File: config.mk
export PLATFORM = sky130hd
export DESIGN_NAME = ccpu_top
export DESIGN_NICKNAME = d
export VERILOG_FILES = /design/src/hdl/ccpu_top.v
export VERILOG_INCLUDE_DIRS = /design/src /design/src/include
export SDC_FILE = /design/constraint.sdc
export NUM_CORES = 1
export LEC_CHECK = 0
export ABC_AREA = 1
export ABC_CLOCK_PERIOD_IN_PS = 3200
export CAP_MARGIN = 25
export CORE_MARGIN = 2
export CORE_UTILIZATION = 64
export DETAILED_ROUTE_END_ITERATION = 10
export DONT_BUFFER_PORTS = 1
export GPL_ROUTABILITY_DRIVEN = 1
export GPL_TIMING_DRIVEN = 0
export HOLD_SLACK_MARGIN = 0.02
export PLACE_DENSITY = 0.8
export SYNTH_ARGS = -nofsm -noshare
export SYNTH_HDL_FRONTEND = slang
export SYNTH_SLANG_ARGS = --single-unit
File: constraint.sdc
create_clock -name mclk -period 3.2 [get_ports mclk]
set_clock_uncertainty 0.2 [all_clocks]
set_input_delay 0.16 -clock mclk [delete_from_list [all_inputs] [get_ports mclk]]
set_output_delay 0.16 -clock mclk [all_outputs]
set_load 0.02 [all_outputs]
File: src/include/ccpu_map.vh
// register map, field positions, mode codes and reset values for the ccp unit
// assumes inclusion by bare name from the design file
`ifndef CCPU_MAP_VH
`define CCPU_MAP_VH

// ************************************************************
// word offsets (word addresses, one 32-bit word each)
// ************************************************************
`define CCPU_OFF_CTRL   4'h0
`define CCPU_OFF_CAPSRC 4'h1
`define CCPU_OFF_MATCH  4'h2
`define CCPU_OFF_FLAG   4'h3
`define CCPU_OFF_PER    4'h4
`define CCPU_OFF_PTCTL  4'h5
`define CCPU_OFF_TBASE  4'h6
`define CCPU_OFF_STAT   4'h7

// ************************************************************
// control fields
// ************************************************************
`define CCPU_CTRL_EN    7
`define CCPU_CTRL_FMT   4
`define CCPU_CTRL_MODE  3:0
`define CCPU_RST_BYTE   8'h00

// ************************************************************
// mode encodings
// ************************************************************
`define CCPU_M_OFF      4'h0
`define CCPU_M_CMP_TGLR 4'h1
`define CCPU_M_CMP_TGL  4'h2
`define CCPU_M_CAP_FALL 4'h4
`define CCPU_M_CAP_RISE 4'h5
`define CCPU_M_CAP_R4   4'h6
`define CCPU_M_CAP_R16  4'h7
`define CCPU_M_CMP_SET  4'h8
`define CCPU_M_CMP_CLR  4'h9
`define CCPU_M_CMP_EVT  4'ha
`define CCPU_M_CMP_TRG  4'hb
`define CCPU_M_PWM      4'hc

// ************************************************************
// counts and period timer control fields
// ************************************************************
`define CCPU_PS4_LAST   4'h3
`define CCPU_PS16_LAST  4'hf
`define CCPU_PT_ON      2
`define CCPU_PT_PS      1:0
`define CCPU_PS_1TO1    2'h0
`define CCPU_PS_1TO4    2'h1
`define CCPU_PS_1TO16   2'h2
`define CCPU_DUTY_FULL  10'h3ff
`define CCPU_ONE16      16'h0001
`define CCPU_ONE8       8'h01
`define CCPU_ONE4       4'h1
`define CCPU_ONE2       2'h1
`define CCPU_ONE10      10'h001
`define CCPU_ZERO10     10'h000

`endif

File: src/hdl/ccpu_top.v
// ccp unit: capture, compare and standard pwm for one channel, avalon-mm slave
// assumes synchronous inputs, one clock mclk, sync reset srst, cpu prefetch
// and adc live outside; time base is owned here (counts at a q-clock enable or an external tick)
//
// Overview of operation
// - on a capture event copy the full 16-bit time base into match pair
// - mode selects falling, rising, every 4th or every 16th rising edge
// - captures set event flag; only a software write clears it
// - a later capture overwrites the stored value, no overflow flag
// - 3-bit source select picks pin, comparators, pin change or four logic cells
// - capture sees actual pin level, so own port writes may capture
// - edge prescaler clears when disabled, not capturing, or reset
// - direct prescale change keeps counter; software clears control first
// - in sleep a q-clocked time base holds; external clock keeps capturing
// - compare match pair against time base and apply mode action
// - every compare match sets event flag and may start a conversion
// - writing control to zero forces compare output latch low
// - unit output is offered to other peripherals regardless of routing
// - flagged match with this unit as trigger source pulses conversion trigger
// - trigger match resets time base next edge unless match value changed
// - compare works in sleep only with running time base; flag wakes when event enable is set
// - pwm mode makes up to ten-bit duty waveform from period timer
// - pwm reaches the pin only while direction bit is cleared
// - duty zero stays low, full-scale duty stays high
// - after timer equals period: clear timer, set output unless zero, load duty
// - ten-bit base from 8-bit timer plus two low bits; clear output on duty
// - in sleep period timer and state freeze, output holds level
`timescale 1ns/1ps
`include "ccpu_map.vh"

module ccpu_top (
  // clock, reset, enable
  input  wire        mclk,
  input  wire        srst,
  input  wire        clk_en,
  // avalon-mm slave
  input  wire [3:0]  avs_address,
  input  wire        avs_read,
  input  wire        avs_write,
  input  wire [31:0] avs_writedata,
  output reg  [31:0] avs_readdata,
  output reg         avs_waitrequest,
  // capture sources
  input  wire        capture_pin_input_select,
  input  wire        comparator_one_synced,
  input  wire        comparator_two_synced,
  input  wire        pin_change_event,
  input  wire        logic_cell_one_output,
  input  wire        logic_cell_two_output,
  input  wire        logic_cell_three_output,
  input  wire        logic_cell_four_output,
  // system context
  input  wire        sleep_mode,
  input  wire        tb_ext_tick,
  input  wire        tb_ext_clocked,
  input  wire        trigger_source_sel,
  input  wire        pin_direction_bit,
  // outputs
  output reg         ccp_out,
  output reg         pin_out,
  output reg         pin_oe,
  output reg         ccp_event_flag,
  output reg         wake_req,
  output reg         conv_trigger
);

  // ************************************************************
  // registers and state
  // ************************************************************
  reg  [7:0]  ccp_control_register;
  reg  [2:0]  capture_source_select;
  reg  [7:0]  match_value_low;
  reg  [7:0]  match_value_high;
  reg         ccp_event_enable;
  reg  [7:0]  pwm_period_register;
  reg  [2:0]  period_timer_control;
  reg  [15:0] capture_time_base;
  reg  [7:0]  pwm_period_timer;
  reg  [3:0]  pt_pre_reg;
  reg  [9:0]  duty_buf_reg;
  reg  [3:0]  edge_cnt_reg;
  reg  [1:0]  qphase_reg;
  reg         src_s1_reg;
  reg         src_s2_reg;
  reg         src_prev_reg;
  reg         tb_rst_pend_reg;
  reg  [15:0] trig_match_reg;
  reg         ack_reg;

  wire        en      = ccp_control_register[`CCPU_CTRL_EN];
  wire [3:0]  mode    = ccp_control_register[`CCPU_CTRL_MODE];
  wire [15:0] match16 = {match_value_high, match_value_low};
  wire        is_cap  = en && (mode[3:2] == 2'b01);
  wire        is_pwm  = en && (mode == `CCPU_M_PWM);
  wire        is_cmp  = en && !is_cap && !is_pwm && (mode != `CCPU_M_OFF);
  // writes land at the edge where the master sees waitrequest low,
  // so a request that is still held then is never half applied
  wire        do_wr   = avs_write && ack_reg;
  wire        do_rd   = avs_read && !ack_reg;
  wire        frozen  = sleep_mode && !tb_ext_clocked;

  // source select mux
  reg src_mux;
  always @* begin
    case (capture_source_select)
      3'h0:    src_mux = capture_pin_input_select;
      3'h1:    src_mux = comparator_one_synced;
      3'h2:    src_mux = comparator_two_synced;
      3'h3:    src_mux = pin_change_event;
      3'h4:    src_mux = logic_cell_one_output;
      3'h5:    src_mux = logic_cell_two_output;
      3'h6:    src_mux = logic_cell_three_output;
      default: src_mux = logic_cell_four_output;
    endcase
  end

  // edge detection on the second synchroniser stage only
  wire rise = src_s2_reg && !src_prev_reg;
  wire fall = !src_s2_reg && src_prev_reg;
  reg  cap_evt;
  always @* begin
    cap_evt = 1'b0;
    if (is_cap && !frozen) begin
      case (mode)
        `CCPU_M_CAP_FALL: cap_evt = fall;
        `CCPU_M_CAP_RISE: cap_evt = rise;
        `CCPU_M_CAP_R4:   cap_evt = rise && (edge_cnt_reg[1:0] == `CCPU_PS4_LAST);
        `CCPU_M_CAP_R16:  cap_evt = rise && (edge_cnt_reg == `CCPU_PS16_LAST);
        default:          cap_evt = 1'b0;
      endcase
    end
  end

  // time base ticks on q-clock or external tick, never raw mclk
  wire tb_tick = tb_ext_clocked ? tb_ext_tick : (!sleep_mode && (qphase_reg == 2'h3));
  wire cmp_hit = is_cmp && (match16 == capture_time_base) && tb_tick;
  // every compare mode may start a conversion once this unit is the source
  wire trig    = cmp_hit && trigger_source_sel;

  // pwm tick: 10-bit base low bits from clock phase or prescaler
  wire [1:0] lo2      = (period_timer_control[`CCPU_PT_PS] == `CCPU_PS_1TO1) ? qphase_reg :
                        (period_timer_control[`CCPU_PT_PS] == `CCPU_PS_1TO4) ? pt_pre_reg[1:0] :
                        pt_pre_reg[3:2];
  wire [3:0] pre_last = (period_timer_control[`CCPU_PT_PS] == `CCPU_PS_1TO1) ? 4'h0 :
                        (period_timer_control[`CCPU_PT_PS] == `CCPU_PS_1TO4) ? `CCPU_PS4_LAST :
                        `CCPU_PS16_LAST;
  wire pt_run  = period_timer_control[`CCPU_PT_ON] && !sleep_mode;
  wire pt_inc  = pt_run && (qphase_reg == 2'h3) && (pt_pre_reg == pre_last);
  wire pt_wrap = pt_inc && (pwm_period_timer == pwm_period_register);
  wire [9:0] base10 = {pwm_period_timer, lo2};
  // the 10-bit base steps every mclk at 1:1, else when the bits below it roll;
  // the output drops on the step into the duty value, so it is high for
  // exactly duty base counts (a registered compare on base10 itself
  // would stretch every pulse by one base count)
  wire       base_step = pt_run && ((period_timer_control[`CCPU_PT_PS] == `CCPU_PS_1TO1) ||
                         ((qphase_reg == 2'h3) && ((period_timer_control[`CCPU_PT_PS] == `CCPU_PS_1TO4) ||
                          (pt_pre_reg[1:0] == 2'h3))));
  wire [9:0] base_next = base10 + `CCPU_ONE10;
  wire [9:0] duty_in = ccp_control_register[`CCPU_CTRL_FMT] ?
                       {match_value_high, match_value_low[7:6]} : {match_value_high[1:0], match_value_low};

  // ************************************************************
  // bus slave: one wait cycle, answer on second edge
  // ************************************************************
  always @(posedge mclk) begin
    if (srst) begin
      ack_reg         <= 1'b0;
      avs_waitrequest <= 1'b1;
      avs_readdata    <= 32'h0000_0000;
    end else if (clk_en) begin
      ack_reg         <= (avs_read || avs_write) && !ack_reg;
      avs_waitrequest <= !((avs_read || avs_write) && !ack_reg);
      if (do_rd) begin
        if (avs_address == `CCPU_OFF_CTRL)
          avs_readdata <= {24'h000000, en, 1'b0, ccp_out, ccp_control_register[4:0]};
        else if (avs_address == `CCPU_OFF_CAPSRC)
          avs_readdata <= {29'h0, capture_source_select};
        else if (avs_address == `CCPU_OFF_MATCH)
          avs_readdata <= {16'h0000, match16};
        else if (avs_address == `CCPU_OFF_FLAG)
          avs_readdata <= {30'h0, ccp_event_enable, ccp_event_flag};
        else if (avs_address == `CCPU_OFF_PER)
          avs_readdata <= {24'h000000, pwm_period_register};
        else if (avs_address == `CCPU_OFF_PTCTL)
          avs_readdata <= {29'h0, period_timer_control};
        else if (avs_address == `CCPU_OFF_TBASE)
          avs_readdata <= {16'h0000, capture_time_base};
        else if (avs_address == `CCPU_OFF_STAT)
          avs_readdata <= {22'h0, duty_buf_reg};
        else
          avs_readdata <= 32'h0000_0000; // unmapped reads zero
      end
    end
  end

  // ************************************************************
  // control registers, match pair, flag
  // ************************************************************
  always @(posedge mclk) begin
    if (srst) begin
      ccp_control_register  <= `CCPU_RST_BYTE;
      capture_source_select <= 3'h0;
      match_value_low       <= `CCPU_RST_BYTE;
      match_value_high      <= `CCPU_RST_BYTE;
      ccp_event_enable      <= 1'b0;
      ccp_event_flag        <= 1'b0;
      pwm_period_register   <= `CCPU_RST_BYTE;
      period_timer_control  <= 3'h0;
    end else if (clk_en) begin
      if (do_wr && avs_address == `CCPU_OFF_CTRL)
        ccp_control_register <= {avs_writedata[7], 2'b00, avs_writedata[4:0]}; // prescale kept
      if (do_wr && avs_address == `CCPU_OFF_CAPSRC)
        capture_source_select <= avs_writedata[2:0];
      if (do_wr && avs_address == `CCPU_OFF_PER)
        pwm_period_register <= avs_writedata[7:0];
      if (do_wr && avs_address == `CCPU_OFF_PTCTL)
        period_timer_control <= avs_writedata[2:0];
      // capture wins over a same-cycle software write
      if (cap_evt) begin
        match_value_low  <= capture_time_base[7:0];
        match_value_high <= capture_time_base[15:8];
      end else if (do_wr && avs_address == `CCPU_OFF_MATCH) begin
        match_value_low  <= avs_writedata[7:0];
        match_value_high <= avs_writedata[15:8];
      end
      if (do_wr && avs_address == `CCPU_OFF_FLAG)
        ccp_event_enable <= avs_writedata[1];
      // hardware set beats software clear
      if (cap_evt || cmp_hit)
        ccp_event_flag <= 1'b1;
      else if (do_wr && avs_address == `CCPU_OFF_FLAG)
        ccp_event_flag <= avs_writedata[0];
    end
  end

  // ************************************************************
  // synchroniser, edge prescaler, q-phase
  // ************************************************************
  always @(posedge mclk) begin
    if (srst) begin
      src_s1_reg   <= 1'b0;
      src_s2_reg   <= 1'b0;
      src_prev_reg <= 1'b0;
      edge_cnt_reg <= 4'h0;
      qphase_reg   <= 2'h0;
    end else if (clk_en) begin
      src_s1_reg   <= src_mux;
      src_s2_reg   <= src_s1_reg;
      src_prev_reg <= src_s2_reg;
      qphase_reg   <= qphase_reg + `CCPU_ONE2;
      if (!is_cap)
        edge_cnt_reg <= 4'h0;
      else if (rise && !frozen)
        edge_cnt_reg <= edge_cnt_reg + `CCPU_ONE4;
    end
  end

  // ************************************************************
  // capture time base with trigger reset
  // ************************************************************
  always @(posedge mclk) begin
    if (srst) begin
      capture_time_base <= 16'h0000;
      tb_rst_pend_reg   <= 1'b0;
      trig_match_reg    <= 16'h0000;
    end else if (clk_en) begin
      tb_rst_pend_reg <= trig;
      if (trig)
        trig_match_reg <= match16;
      // a changed match value cancels the pending reset
      if (tb_rst_pend_reg && (match16 == trig_match_reg))
        capture_time_base <= 16'h0000;
      else if (do_wr && avs_address == `CCPU_OFF_TBASE)
        capture_time_base <= avs_writedata[15:0];
      else if (tb_tick)
        capture_time_base <= capture_time_base + `CCPU_ONE16;
    end
  end

  // ************************************************************
  // compare latch, pwm and outputs
  // ************************************************************
  always @(posedge mclk) begin
    if (srst) begin
      pwm_period_timer <= 8'h00;
      pt_pre_reg       <= 4'h0;
      duty_buf_reg     <= `CCPU_ZERO10;
      ccp_out          <= 1'b0;
      pin_out          <= 1'b0;
      pin_oe           <= 1'b0;
      conv_trigger     <= 1'b0;
      wake_req         <= 1'b0;
    end else if (clk_en) begin
      conv_trigger <= trig;
      wake_req     <= ccp_event_flag && ccp_event_enable;
      if (pt_run && qphase_reg == 2'h3)
        pt_pre_reg <= (pt_pre_reg == pre_last) ? 4'h0 : pt_pre_reg + `CCPU_ONE4;
      if (pt_wrap)
        pwm_period_timer <= 8'h00;
      else if (pt_inc)
        pwm_period_timer <= pwm_period_timer + `CCPU_ONE8;
      if (do_wr && avs_address == `CCPU_OFF_CTRL && avs_writedata[7:0] == `CCPU_RST_BYTE)
        ccp_out <= 1'b0;
      else if (is_pwm && !sleep_mode) begin
        if (pt_wrap) begin
          duty_buf_reg <= duty_in;
          ccp_out      <= (duty_in != `CCPU_ZERO10);
        end else if (base_step && base_next == duty_buf_reg && duty_buf_reg != `CCPU_DUTY_FULL)
          ccp_out <= 1'b0;
      end else if (cmp_hit) begin
        case (mode)
          `CCPU_M_CMP_TGLR, `CCPU_M_CMP_TGL: ccp_out <= !ccp_out;
          `CCPU_M_CMP_SET:                   ccp_out <= 1'b1;
          `CCPU_M_CMP_CLR:                   ccp_out <= 1'b0;
          default:                           ccp_out <= ccp_out;
        endcase
      end
      pin_out <= ccp_out; // internal copy is ccp_out
      pin_oe  <= !pin_direction_bit;
    end
  end

endmodule // ccpu_top

**Word-level counts from Yosys, hierarchy flattened**

Index checks and enable logic that the tools add are counted.

- Bits in registers: 140
- Output and inout bits: 39
- Input bits: 54
- Word-level logic and storage cells: 187

- Equality and inequality tests: 36
- Bitwise gates (word level): 1
- Add/subtract/negate cells: 6
- Multiplexer cells: 37
- Reduce and logical (&&, ||, !) cells: 81

Operators by type and width:

| operator | count |
|---|---|
| two-way mux 16 bit | 10 |
| two-way mux 8 bit | 6 |
| logical AND 1 bit | 38 |
| equality test 16 bit | 2 |
| equality test 4 x 3 -> 1 bit, second input constant | 8 |
| AND reduction 2 bit | 13 |
| two-way mux 10 bit | 2 |
| two-way mux 4 bit | 5 |
| adder 16 x 1 -> 16 bit, second input constant | 1 |
| equality test 4 bit, second input constant | 4 |
| equality test 4 x 2 -> 1 bit, second input constant | 3 |
| zero test 1 bit | 11 |
| adder 10 x 1 -> 10 bit, second input constant | 1 |
| equality test 10 bit | 1 |
| inequality test 10 bit, second input constant | 1 |
| nonzero test 10 bit | 1 |
| equality test 3 bit, second input constant | 3 |
| two-way mux 1 bit | 9 |
| adder 4 x 1 -> 4 bit, second input constant | 2 |
| adder 8 x 1 -> 8 bit, second input constant | 1 |
| equality test 4 x 1 -> 1 bit, second input constant | 2 |
| equality test 8 bit | 1 |
| zero test 8 bit | 1 |
| AND reduction 4 bit | 2 |
| 22 further kinds | 33 |

**Logic depth before layout (Yosys ltp)**

- Depth in word-level cells: 11
- Gate-level depth with buffers: 20
- Mapped depth without buffers: 20

**Worst setup path after synthesis**

Ideal clock, no wire load.

- Kind: flip-flop to flip-flop
- From: register period_timer_control[1]
- To: register ccp_out
- Setup time: 0.115 ns
- Cell stages (with the launch flop): 17
- Clock period less this slack: 2.256 ns
- Required time: 2.885 ns
- Slack: 0.944 ns
- Arrival time: 1.941 ns
- Buffers on the path: 0
- Cell sequence: dfxtp_1 inv_1 nand3_1 nand3_1 ha_1 xnor2_1 nand3_1 nor2_1 nand3_1 nor2_1 nand2_1 nor2_1 nand2_1 nand2_1 nand3_1 nand2_1 nor2_1

- Longest elaborated chain between the ends: 9
- Elaborated cells on any way between the ends: 22
- Those cells by class: add/sub: 1; eq/ne: 4; mux: 7; reduce/logical: 10

Ends and longest elaborated chain:

| what | RTL line | RTL |
|---|---|---|
| start: declaration | ccpu_top.v:76 | `reg [2:0] period_timer_control;` |
| start signal: assignment | ccpu_top.v:217 | `period_timer_control <= avs_writedata[2:0];` |
| equality test 2 x 1 -> 1 bit (no line) | n/a |  |
| two-way mux 2 bit (tied with other cells) | ccpu_top.v:142 | `` (period_timer_control[`CCPU_PT_PS] == `CCPU_PS_1TO4) ? pt_pre_reg[1:0] : `` |
| two-way mux 2 bit (tied with other cells) | ccpu_top.v:141 | `` wire [1:0] lo2 = (period_timer_control[`CCPU_PT_PS] == `CCPU_PS_1TO1) ? qphase_reg : `` |
| adder 10 x 1 -> 10 bit (no line) (tied with other cells) | n/a |  |
| equality test 10 bit (tied with other cells) | ccpu_top.v:308 | `` end else if (base_step && base_next == duty_buf_reg && duty_buf_reg != `CCPU_DUTY_FULL) `` |
| logical AND 1 bit, on equally long branches | ccpu_top.v:308, ccpu_top.v:149 |  |
| logical AND 1 bit (no line) / two-way mux 1 bit (equally long branches) | n/a |  |
| inequality test 4 x 3 -> 1 bit (no line) / two-way mux 1 bit (equally long branches) | n/a |  |
| AND reduction 4 bit (no line) / two-way mux 1 bit (equally long branches) | n/a |  |
| end signal: assignment | ccpu_top.v:307 | `` ccp_out <= (duty_in != `CCPU_ZERO10); `` |
| end signal: assignment | ccpu_top.v:312 | `` `CCPU_M_CMP_TGLR, `CCPU_M_CMP_TGL: ccp_out <= !ccp_out; `` |
| end signal: assignment | ccpu_top.v:315 | `default: ccp_out <= ccp_out;` |
| end: declaration | ccpu_top.v:59 | `output reg ccp_out,` |

Several ways; a longest one is shown, not always the timed one.
A chain may end at the register's enable or synchronous reset.

**Worst setup path in the final report**

- From: register capture_source_select[1]
- To: register src_s1_reg

- Longest elaborated chain between the ends: 2
- Elaborated cells on any way between the ends: 8
- Those cells by class: eq/ne: 6; mux: 1; reduce/logical: 1

Ends and longest elaborated chain:

| what | RTL line | RTL |
|---|---|---|
| start: declaration | ccpu_top.v:71 | `reg [2:0] capture_source_select;` |
| start signal: assignment | ccpu_top.v:213 | `capture_source_select <= avs_writedata[2:0];` |
| equality test 3 bit (tied with other cells) | ccpu_top.v:105 | `case (capture_source_select)` |
| case mux 1 bit (7 select lines) * | ccpu_top.v:105 |  |
| end signal: assignment | ccpu_top.v:247 | `src_s1_reg <= src_mux;` |
| end: declaration | ccpu_top.v:83 | `reg src_s1_reg;` |

Mark *: on every way between the ends. The rest lies on a longest branch, timed or not.

==> impl_metrics.tcl <==
set metrics [dict create \
    status "finished clean" \
    synth_edf_count 0 \
    timing.final.crit_share 0.9293 \
    dpl.cell_count 1263 \
    synth_seq_cells 124 \
    hpwl_mm 17.04 \
    slowest_stage "dlygate4sd3_1" \
    final_hold_viol_count 0 \
    maxCapViolCount 0 \
    io_pins 93 \
    setup.worst_path.class "flop to flop" \
    portBuffers 0 \
    area_growth_pct 16.83 \
    cp_common_cell "dlygate4sd3_1" \
    die-area_um2 12280 \
    cts_tree "yes" \
    drv_slew 0 \
    worstPathMaxFanout 7 \
    final_core_util 0.7765 \
    place_ws_ns 0.5049 \
    fin_tns_setup_ns 0 \
    syn_avg_cell_area_um2 6.588 \
    path_cells "inv_1, nand2_1, nand3_1, dlygate4sd3_1, o21ai_0, dlygate4sd3_1, nand2_1, o31ai_1, dlygate4sd3_1, a21oi_1" \
    place_area_um2 7531 \
    wl_met2_mm 10.31 \
    drc 0 \
    synth.yosys.seq_area_share 0.3401 \
    max_slew_margin 0.4156 \
    met1Wirelength_mm 9.651 \
    synthesis.area_um2 7300 \
    cts_inserted_buffers 17 \
    rsz0062_at_grt "false" \
    drt-total-wl_mm 23.94 \
    hp-class "primary input to flop" \
    yosys_warnings 0 \
    core_area_um2 10980 \
    cts_buffer_depth 2 \
    grt_pass1_wl_mm 37.98 \
    async_flop_share 0 \
    die_x_um 110.8 \
    hold_slack_ns 0.06383 \
    avgRoutedWirePerCell_um 18.00 \
    grt_usage 0.3897 \
    wl_met3_mm 3.050 \
    ys.flop_type "dfxtp_1" \
    grt_overflow_total 0 \
    tightest_slew_ns 0.8767 \
    cts_root_buf "clkbuf_16" \
    nFillCells 894 \
    first_pass_iters 5 \
    p_leak_nw 3.400 \
    fmax_mhz 336.3 \
    fin_crit_ns 2.974 \
    initial_core_util 0.6646 \
    vias_per_cell 6.057 \
    ant_nets 0 \
    finalPower_mw 3.980 \
    final_cells 1330 \
    clock-sinks 124 \
    netlist_instances 1108 \
    htreeDepth 4 \
    cellPowerDensity_nw_per_um2 466.6 \
    endpoint_kind "flop" \
    setup_slack_ns 0.2263 \
    start_kind "flop" \
    rows 38 \
    setup_viol 0 \
    dr.first_iter.drc_count 1044 \
    fin_nets 1237 \
    critPathRequiredTime_ns 3.30 \
    grt_pass1_vias 7289 \
    ir_worst_vdd_uv 457.4 \
    grt_max_degree 17 \
    die_h_um 110.8 \
    clk_pin_slew_worst_paths_ns 0.05 \
    place.gp.congestion 1.045 \
    final_common_cell "nand2_1" \
    final_area_um2 8528 \
    final_cell_mix "nand2_1, dfxtp_1, o21ai_0" \
    clk_latency_ns 0.43 \
    highest_layer "met4" \
    cp.arrival_ns 3.07 \
    via_count 8056 \
    ys_types 46 \
    antenna_found_initial 0 \
    slowest_delay_ns 0.59 \
    drive_gt1_frac 0.08824 \
    diodes 0 \
]
-- cell usage after synthesis, types with 4 or more instances --
| cell | n | share of area |
|---|---|---|
| a211oi_1 | 4 | 0.0041 |
| a21oi_1 | 107 | 0.073 |
| a21oi_2 | 10 | 0.012 |
| a31oi_1 | 8 | 0.0069 |
| buf_2 | 8 | 0.0055 |
| buf_4 | 16 | 0.016 |
| buf_6 | 4 | 0.0062 |
| clkbuf_1 | 28 | 0.014 |
| dfxtp_1 | 124 | 0.34 |
| ha_1 | 6 | 0.010 |
| inv_1 | 116 | 0.060 |
| inv_2 | 12 | 0.0062 |
| nand2_1 | 242 | 0.12 |
| nand2_2 | 4 | 0.0034 |
| nand3_1 | 63 | 0.043 |
| nand4_1 | 23 | 0.020 |
| nor2_1 | 90 | 0.046 |
| nor3_1 | 15 | 0.010 |
| nor3_2 | 4 | 0.0055 |
| o21ai_0 | 122 | 0.084 |
| o21ai_1 | 16 | 0.011 |
| o22ai_1 | 17 | 0.015 |
| xnor2_1 | 12 | 0.014 |
| xor2_1 | 24 | 0.029 |
-- worst max-delay path: cells and delay by family (launching register included) --
| kind | cells | cell delay (ns) |
|---|---|---|
| AOI/OAI and AO/OA | 3 | 0.21 |
| buffers and inverters | 4 | 1.84 |
| DFF | 1 | 0.40 |
| and+or+nand+nor | 3 | 0.19 |
-- where the power goes --
| part | internal [mW] | switching (mW) | leakage (nW) |
|---|---|---|---|
| Clock | 1.38 | 0.731 | 0.308 |
| Sequential | 1.56 | 0.0226 | 1.00 |
| Combinational | 0.0914 | 0.189 | 2.09 |
-- final timing paths --
check	startpoint	to	slack (ns)	cells past startpoint
setup / recovery	capture_source_select[1]$_SDFFE_PP0P_	src_s1_reg$_SDFFE_PP0P_	0.23	10
hold / removal	srst	pwm_period_timer[2]$_SDFFE_PP0P_	0.06	3
setup reg to reg	capture_source_select[1]$_SDFFE_PP0P_	src_s1_reg$_SDFFE_PP0P_	0.23	10
hold reg to reg	trig_match_reg[6]$_SDFFE_PP0P_	trig_match_reg[6]$_SDFFE_PP0P_	0.27	2
-- cell type report --
cell class              count  area [µm²]  area share
plain buffers              58       317.8     0.03727
inverters                 128       480.5     0.05634
multi-input cells         813        4075      0.4778
clock buffers              22       484.2     0.05678
repair buffers             35       350.3     0.04108
flip-flops and latches    124        2484      0.2912
clock inverters            10       161.4     0.01893
well taps                 140       175.2     0.02054
-- routing by layer --
metal  track usage  vias up
met1        0.5282     3621
met2        0.5857      551
li1              -     3797
met5             0        -
met3        0.1033       87
met4        0.1692        0
-- cell families after synthesis --
| logic type | count (synthesis) | share of synthesized area |
|---|---|---|
| compound gates | 300 | 0.2247 |
| xor+xnor | 36 | 0.04319 |
| fa+ha+maj | 6 | 0.01028 |
| buf+inv | 186 | 0.1094 |
| flops | 124 | 0.3401 |
| other cells | 1 | 0.0005137 |
| simple gates | 455 | 0.2719 |
-- timing repair --
action	in CTS	in global routing
hold buffers	35	0
setup endpoints to repair	0	1
endpoints found under the hold margin	78	0
gates resized for setup	0	1
buffers inserted	0	0
No activity file was read; power rests on OpenSTA's default activity.
